==> config.mk <==
export PLATFORM = sky130hd
export DESIGN_NAME = rsu_rotate_shift_unit
export DESIGN_NICKNAME = d
export VERILOG_FILES = /design/src/rtl/rsu_pkg.sv /design/src/rtl/rsu_rotate_shift_unit.sv /design/src/rtl/rsu_rotator.sv
export SDC_FILE = /design/constraint.sdc
export NUM_CORES = 1
export LEC_CHECK = 0
export ABC_CLOCK_PERIOD_IN_PS = 3300
export BUFFER_PORTS_ARGS = -buffer_cell sky130_fd_sc_hd__buf_2
export CAP_MARGIN = 5
export CORE_MARGIN = 2
export CORE_UTILIZATION = 36
export DETAILED_ROUTE_END_ITERATION = 12
export SYNTH_ARGS = -nofsm -noshare
export SYNTH_HDL_FRONTEND = slang
export SYNTH_SLANG_ARGS = --single-unit
==> constraint.sdc <==
create_clock -name clk -period 3.3 [get_ports clk]
set_clock_uncertainty 0.1 [all_clocks]
set_input_delay 0.165 -clock clk [delete_from_list [all_inputs] [get_ports clk]]
set_output_delay 0.165 -clock clk [all_outputs]
set_load 0.005 [all_outputs]
==> src/rtl/rsu_pkg.sv <==
// ==========================================================
// rotate unit shared constants
package rsu_pkg;
  localparam int DATA_W = 8;
  localparam int MSB = 7;
  localparam int LSB = 0;
  localparam int OP_W = 3;
  localparam logic [DATA_W-1:0] RESET_BYTE = 8'h00;
  localparam logic RESET_CARRY = 1'h0;
  typedef enum logic [2:0] {
    RSU_OP_NONE = 3'h0,
    RSU_OP_ROTATE_LEFT_TO_WORKING = 3'h1,
    RSU_OP_ROTATE_LEFT_VIA_CARRY = 3'h2,
    RSU_OP_ROTATE_LEFT_VIA_CARRY_TO_WORKING = 3'h3,
    RSU_OP_ROTATE_RIGHT_IN_PLACE = 3'h4,
    RSU_OP_ROTATE_RIGHT_TO_WORKING = 3'h5,
    RSU_OP_ROTATE_RIGHT_VIA_CARRY = 3'h6
  } rsu_op_type;
  typedef enum logic [0:0] {
    RSU_IDLE = 1'h0,
    RSU_DONE = 1'h1
  } rsu_state_type;
endpackage

==> src/rtl/rsu_rotate_shift_unit.sv <==
`timescale 1ns/10ps
`default_nettype none
// ==========================================================
// Notes on behaviour
// RL1: rotate left into working register, flags kept
// RL2: left through carry, write back memory
// RL3: left through carry into working, memory kept
// RL4: rotate right in place, no flags
// RL5: rotate right into working, flags kept
// RL6: right through carry, write memory, carry
// ==========================================================
// rotate datapath: one request, result one cycle later
module rsu_rotate_shift_unit (
  input wire logic clk,
  input wire logic rst_n,
  input wire logic op_valid,
  input wire logic [2:0] op_code,
  input wire logic [7:0] mem_data,
  input wire logic carry_in,
  output logic [7:0] mem_wdata,
  output logic mem_we,
  output logic [7:0] working_register,
  output logic working_we,
  output logic carry_out,
  output logic carry_we,
  output logic done
);
  // decode wires, state and next values of the result registers
  rsu_pkg::rsu_op_type op;
  rsu_pkg::rsu_state_type state;
  rsu_pkg::rsu_state_type next_state;
  logic [7:0] rot_result;
  logic rot_out;
  logic next_left;
  logic next_uses_carry;
  logic next_fill;
  logic next_to_mem;
  logic next_to_work;
  logic known_op;
  logic take;
  logic [7:0] next_mem_wdata;
  logic [7:0] next_working;
  logic next_carry;

  // ==========================================================
  // opcode decode
  assign op = rsu_pkg::rsu_op_type'(op_code);
  assign next_left = (op == rsu_pkg::RSU_OP_ROTATE_LEFT_TO_WORKING) ||
                     (op == rsu_pkg::RSU_OP_ROTATE_LEFT_VIA_CARRY) ||
                     (op == rsu_pkg::RSU_OP_ROTATE_LEFT_VIA_CARRY_TO_WORKING);
  assign next_uses_carry = (op == rsu_pkg::RSU_OP_ROTATE_LEFT_VIA_CARRY) ||
                           (op == rsu_pkg::RSU_OP_ROTATE_LEFT_VIA_CARRY_TO_WORKING) ||
                           (op == rsu_pkg::RSU_OP_ROTATE_RIGHT_VIA_CARRY); // RL2 RL3 RL6
  assign next_to_mem = (op == rsu_pkg::RSU_OP_ROTATE_LEFT_VIA_CARRY) ||
                       (op == rsu_pkg::RSU_OP_ROTATE_RIGHT_IN_PLACE) ||
                       (op == rsu_pkg::RSU_OP_ROTATE_RIGHT_VIA_CARRY); // RL2 RL4 RL6
  assign next_to_work = (op == rsu_pkg::RSU_OP_ROTATE_LEFT_TO_WORKING) ||
                        (op == rsu_pkg::RSU_OP_ROTATE_LEFT_VIA_CARRY_TO_WORKING) ||
                        (op == rsu_pkg::RSU_OP_ROTATE_RIGHT_TO_WORKING); // RL1 RL3 RL5
  assign known_op = next_to_mem || next_to_work;
  // plain rotates feed back the bit that falls out, carry forms feed old carry
  assign next_fill = next_uses_carry ? carry_in :
                     (next_left ? mem_data[rsu_pkg::MSB] : mem_data[rsu_pkg::LSB]);

  rsu_rotator u_rot (
    .operand(mem_data),
    .dir_left(next_left),
    .fill(next_fill),
    .result(rot_result),
    .out_bit(rot_out)
  );

  // ==========================================================
  // state: one result cycle per accepted request
  always_comb begin
    case (state)
      rsu_pkg::RSU_IDLE: next_state = (op_valid && known_op) ? rsu_pkg::RSU_DONE :
                                      rsu_pkg::RSU_IDLE;
      rsu_pkg::RSU_DONE: next_state = rsu_pkg::RSU_IDLE;
      default: next_state = rsu_pkg::RSU_IDLE;
    endcase
  end

  assign done = (state == rsu_pkg::RSU_DONE);

  // state register
  always_ff @(posedge clk or negedge rst_n) begin
    if (!rst_n) begin
      state <= rsu_pkg::RSU_IDLE;
    end else begin
      state <= next_state;
    end
  end

  // ==========================================================
  // accept strobe: idle, valid and a code the unit knows
  assign take = (state == rsu_pkg::RSU_IDLE) && op_valid && known_op;

  // result values: load only when the request targets them, else hold
  assign next_mem_wdata = (take && next_to_mem) ? rot_result : mem_wdata; // RL2 RL4 RL6
  assign next_working = (take && next_to_work) ? rot_result : working_register; // RL1 RL3 RL5
  assign next_carry = (take && next_uses_carry) ? rot_out : carry_out; // RL2 RL3 RL6

  // write strobes: one-cycle pulses in the result cycle
  always_ff @(posedge clk or negedge rst_n) begin
    if (!rst_n) begin
      mem_we <= 1'h0;
      working_we <= 1'h0;
      carry_we <= 1'h0;
    end else begin
      mem_we <= take && next_to_mem; // RL2 RL4 RL6
      working_we <= take && next_to_work; // RL1 RL3 RL5
      carry_we <= take && next_uses_carry; // RL2 RL3 RL6
    end
  end

  // memory write data, loaded by the memory forms only
  always_ff @(posedge clk or negedge rst_n) begin
    if (!rst_n) begin
      mem_wdata <= rsu_pkg::RESET_BYTE;
    end else begin
      mem_wdata <= next_mem_wdata;
    end
  end

  // working register, loaded by the working forms only; memory is left alone
  always_ff @(posedge clk or negedge rst_n) begin
    if (!rst_n) begin
      working_register <= rsu_pkg::RESET_BYTE;
    end else begin
      working_register <= next_working;
    end
  end

  // new carry, loaded by the carry forms only; plain rotates keep it
  always_ff @(posedge clk or negedge rst_n) begin
    if (!rst_n) begin
      carry_out <= rsu_pkg::RESET_CARRY;
    end else begin
      carry_out <= next_carry;
    end
  end
endmodule
`default_nettype wire

==> src/rtl/rsu_rotator.sv <==
`timescale 1ns/10ps
`default_nettype none
// ==========================================================
// one-bit rotator, fill bit chosen by caller
module rsu_rotator (
  input wire logic [7:0] operand,
  input wire logic dir_left,
  input wire logic fill,
  output logic [7:0] result,
  output logic out_bit
);
  // left shifts fill into bit 0, right shifts fill into bit 7
  assign result = dir_left ? {operand[6:0], fill} : {fill, operand[7:1]};
  assign out_bit = dir_left ? operand[7] : operand[0];
endmodule
`default_nettype wire

Word level (Yosys, flattened, before mapping) --
Index checks and enable logic that the tools add are counted.
Storage, ports and cells: input bits 15, logic and storage cells 34, output and inout bits 21, register bits 21
Cells by class: muxes and demuxes 5, equal/unequal tests 6, reductions and logical operators 15, bitwise logic cells 1
Operators with widths (count):
- $eq 3x3->1 const B | 3
- $logic_or 1x1->1 | 9
- $mux 8 | 1
- $eq 3x2->1 const B | 2
- $logic_and 1x1->1 | 6
- $eq 3x1->1 const B | 1
- $mux 1 | 3
- $pmux 1 s2 | 1
- $not 1->1 | 1

Logic depth before layout (Yosys ltp) --
word-level depth 7, depth in mapped cells 5

Hierarchy --
From an unflattened synthesis, not the netlist that was laid out.
Second synthesis, totals: cell total of the unflattened synthesis 68, area total of the unflattened synthesis 1006.0 µm²
By module, submodules not included:
- rsu_rotate_shift_unit | area an instance 859.6 µm², times used 1, cells each 58
- rsu_rotator | area an instance 146.4 µm², times used 1, cells each 10

Worst setup path before layout --
Ideal clock, no wire load.
path type flip-flop to flip-flop, start point register state, in the netlist done, end point register mem_wdata[1], stages on the path, launching flop included 5, setup slack 1.691 ns, arrival time 1.383 ns, path buffers 0, clock period less this slack 1.609 ns, data required time 3.075 ns, library setup time 0.125 ns, cells stage by stage dfrtp_1 > or3b_1 > or2_4 > clkinv_8 > mux2_4
On the way: word-level cells in the longest chain between the ends 4
RTL lines:
- from (decl) | RTL line rsu_rotate_shift_unit.sv:30 | rsu_pkg::rsu_state_type state;
- from (signal assigned) | RTL line rsu_rotate_shift_unit.sv:89 | state <= rsu_pkg::RSU_IDLE;
- from (signal assigned) | RTL line rsu_rotate_shift_unit.sv:91 | state <= next_state;
- $not 1->1 | RTL line rsu_rotate_shift_unit.sv:97 | assign take = (state == rsu_pkg::RSU_IDLE) && op_valid && known_op;
- $logic_and 1x1->1 (2 in a row) | RTL line rsu_rotate_shift_unit.sv:97
- $logic_and 1x1->1 | RTL line rsu_rotate_shift_unit.sv:100 | assign next_mem_wdata = (take && next_to_mem) ? rot_result : mem_wdata;
- to (signal assigned) | RTL line rsu_rotate_shift_unit.sv:120 | mem_wdata <= rsu_pkg::RESET_BYTE;
- to (signal assigned) | RTL line rsu_rotate_shift_unit.sv:122 | mem_wdata <= next_mem_wdata;
- to (decl) | RTL line rsu_rotate_shift_unit.sv:20 | output logic [7:0] mem_wdata,
No other way between the ends. A chain may end at the register's enable or synchronous reset.

Final worst setup path --
Same ends and word-level chain as after synthesis.

==> flow_summary.json <==
{
  "drt-total-wl_um": 2110,
  "numCtsBuffers": 3,
  "rsz0062_at_grt": "false",
  "ctsRootBufferMaster": "clkbuf_4",
  "min_period_ns": 1.69,
  "drive_gt1_share_pct": 54.3,
  "hold_class": "in -> reg",
  "ir_drop_v": 0.000301,
  "grtUsageMet2_pct": 22.4,
  "setup.worst_path.class": "reg -> reg",
  "powerDensity_mw_per_mm2": 510,
  "syn-mean-instance-area_um2": 13.1,
  "syn_area_mm2": 0.00103,
  "io_pins": 36,
  "clk_latency_ns": 0.30,
  "synth_edf_count": 0,
  "dr.pass1.iters": 4,
  "slew_viol_final": 0,
  "r2r_end": "mem_wdata[1]$_DFFE_PN0P_",
  "dieArea_mm2": 0.00331,
  "ant_nets": 0,
  "h-tree-depth": 1,
  "grtUsageMet1_pct": 18.5,
  "rrSetupSlack_ns": 1.61,
  "outcome": "finished clean",
  "clock.fmax_ghz": 0.591,
  "numPortBuffers": 35,
  "yosysTopAreaCell": "dfrtp_1",
  "grt_pass1_wl_um": 3530,
  "vias": 735,
  "crit_path_end_kind": "register",
  "final_cells": 147,
  "core_area_mm2": 0.00273,
  "holdPathStages": 2,
  "setup.worst_path.start_class": "register",
  "crit_path_start": "done$_DFF_PN0_",
  "tightest_slew_ns": 0.476,
  "syn-instance-count": 79,
  "synth-main-ff-cell": "dfrtp_1",
  "dp.cells": 142,
  "ys_ff_latch": 21,
  "initialDrtViolationCount": 2,
  "row_count": 19,
  "post_cts_buffers": 0,
  "max_slew_margin_pct": 68.3,
  "met3_usage_pct": 2.27,
  "final_nets": 132,
  "cp.required_ns": 3.39,
  "area_growth_pct": 22.5,
  "start_util_pct": 37.8,
  "max_cap_violations": 0,
  "ys_types": 31,
  "overflow": 0,
  "vias_per_cell": 5.00,
  "cts_tree": "done",
  "async_flop_share_pct": 100,
  "r2r_start": "done$_DFF_PN0_",
  "cp.arrival_ns": 1.78,
  "drt-wirelength-per-cell_um": 14.3,
  "final-hold-violation-count": 0,
  "clk_pin_slew_worst_paths_ns": 0.12,
  "cts_sinks": 21,
  "antenna_cells": 0,
  "clock_path_buffers": 2,
  "hold_end": "done$_DFF_PN0_",
  "setup_violations": 0,
  "ys_seq_area_share_pct": 50.9,
  "synth_fp_nets": 94,
  "die_w_um": 57.5,
  "synth_warnings": 0,
  "r2r_cells": 4,
  "grt_max_degree": 22,
  "synth_top_area_share_pct": 50.9,
  "die_h_um": 57.5,
  "antenna_found_initial": 0,
  "busiest_layer": "met2",
  "ys_top_cells_by_area": "dfrtp_1 (51%), mux2_2 (14%), mux2_4 (8.7%)",
  "fin_tns_setup_ns": 0,
  "grt_pass1_vias": 764,
  "dp_hpwl_um": 1580,
  "fin_crit_sh_pct": 51.2,
  "drc": 0,
  "min_from": "op_code[0]",
  "gp_congestion": 0.744,
  "power_leakage_nw": 0.614,
  "worstPathMaxFanout": 7,
  "grt_util_all_layers_pct": 13.9
}
[placed cells by master, fill, tap and decap left out, drive strengths merged]
cell	synthesis	layout
a211oi	1	1
a21oi	3	3
a31oi	1	1
and2	1	1
and3	1	1
buf	3	35
clkbuf	0	4
clkinv	1	1
dfrtp	21	21
dlygate4sd3	0	1
inv	3	3
mux2	19	19
mux2i	2	2
nand2	2	2
nand2b	1	1
nand3	1	1
nor2	1	1
nor2b	1	1
nor3	1	1
nor3b	1	1
o21ai	3	3
o21bai	1	1
o22ai	2	2
o31ai	3	3
o41ai	1	1
or2	2	2
or2b	1	1
or3b	2	2
[cell type report]
type | instances | area (µm²)
clock buffers | 4 | 26.3
fillers | 254 | 1470
inverters | 4 | 27.5
multi-input cells | 51 | 462
flip-flops and latches | 21 | 526
well taps | 31 | 38.8
repair buffers | 36 | 185
[how the worst max path moves through the flow]
stage,endpoint,slack [ns],cells past startpoint
6_report,mem_wdata[1]$_DFFE_PN0P_,1.61,4
5_1_grt,mem_wdata[5]$_DFFE_PN0P_,1.57,4
4_1_cts,mem_wdata[4]$_DFFE_PN0P_,1.60,4
3_5_place_dp,mem_wdata[4]$_DFFE_PN0P_,1.62,4
3_3_place_gp,mem_wdata[5]$_DFFE_PN0P_,1.66,4
2_1_floorplan,mem_wdata[1]$_DFFE_PN0P_,1.69,4
[critical path, stage by stage, from the launching register on]
cell,delay (ns)
dfrtp_1,0.43
or3b_1,0.41
or2_4,0.28
clkinv_8,0.08
mux2_4,0.29
[metrics by stage]
step           total power [mW]  hold slack [ns]  worst slack, ns  area [µm²]  utilization (%)
3_3_place_gp              0.527           0.0472             1.66        1230             44.9
4_1_cts                   0.659           0.0965             1.60        1260             46.3
6_report                  0.645            0.107             1.61        1260             46.3
5_1_grt                   0.690            0.112             1.57        1260             46.3
3_5_place_dp              0.531           0.0546             1.62        1230             44.9
2_1_floorplan             0.444           -0.231             1.69        1030                -
[per-layer routing]
layer,vias to the layer above,routed length (µm)
met4,0,16
met3,2,106
met5,-,0
li1,360,-
met2,20,1010
met1,353,968
[flip-flops by register name, summed over array words and instances (netlist names)]
register / cells
working_we: 1
mem_wdata: 8
carry_out: 1
done: 1
working_register: 8
mem_we: 1
carry_we: 1
[cell usage after synthesis (2+ instances only)]
library cell  number
dfrtp_1           21
mux2_4             6
or3b_1             2
buf_2              2
inv_1              2
o21ai_0            3
mux2_2            13
o22ai_1            2
mux2i_1            2
nand2_1            2
o31ai_1            2
a21oi_1            3
[logic make-up (layout without fill, tap and decap cells)]
family,count (synthesis),count (layout),share of synthesized area (%)
AOI/OAI and AO/OA,15,15,10.8
buffers and inverters,7,44,4.36
muxes,21,21,24.8
and+or+nand+nor,15,15,9.09
DFF,21,21,50.9
[timing repair]
item | in CTS | in global routing
hold buffers | 1 | 0
endpoints found under the hold margin | 21 | 0
resized for setup | 0 | 0
[report_power, final]
group          internal, mW  switching [mW]
Clock                0.0470          0.0753
Sequential            0.312          0.0288
Combinational         0.108          0.0745
(Power assumes the default switching activity.)
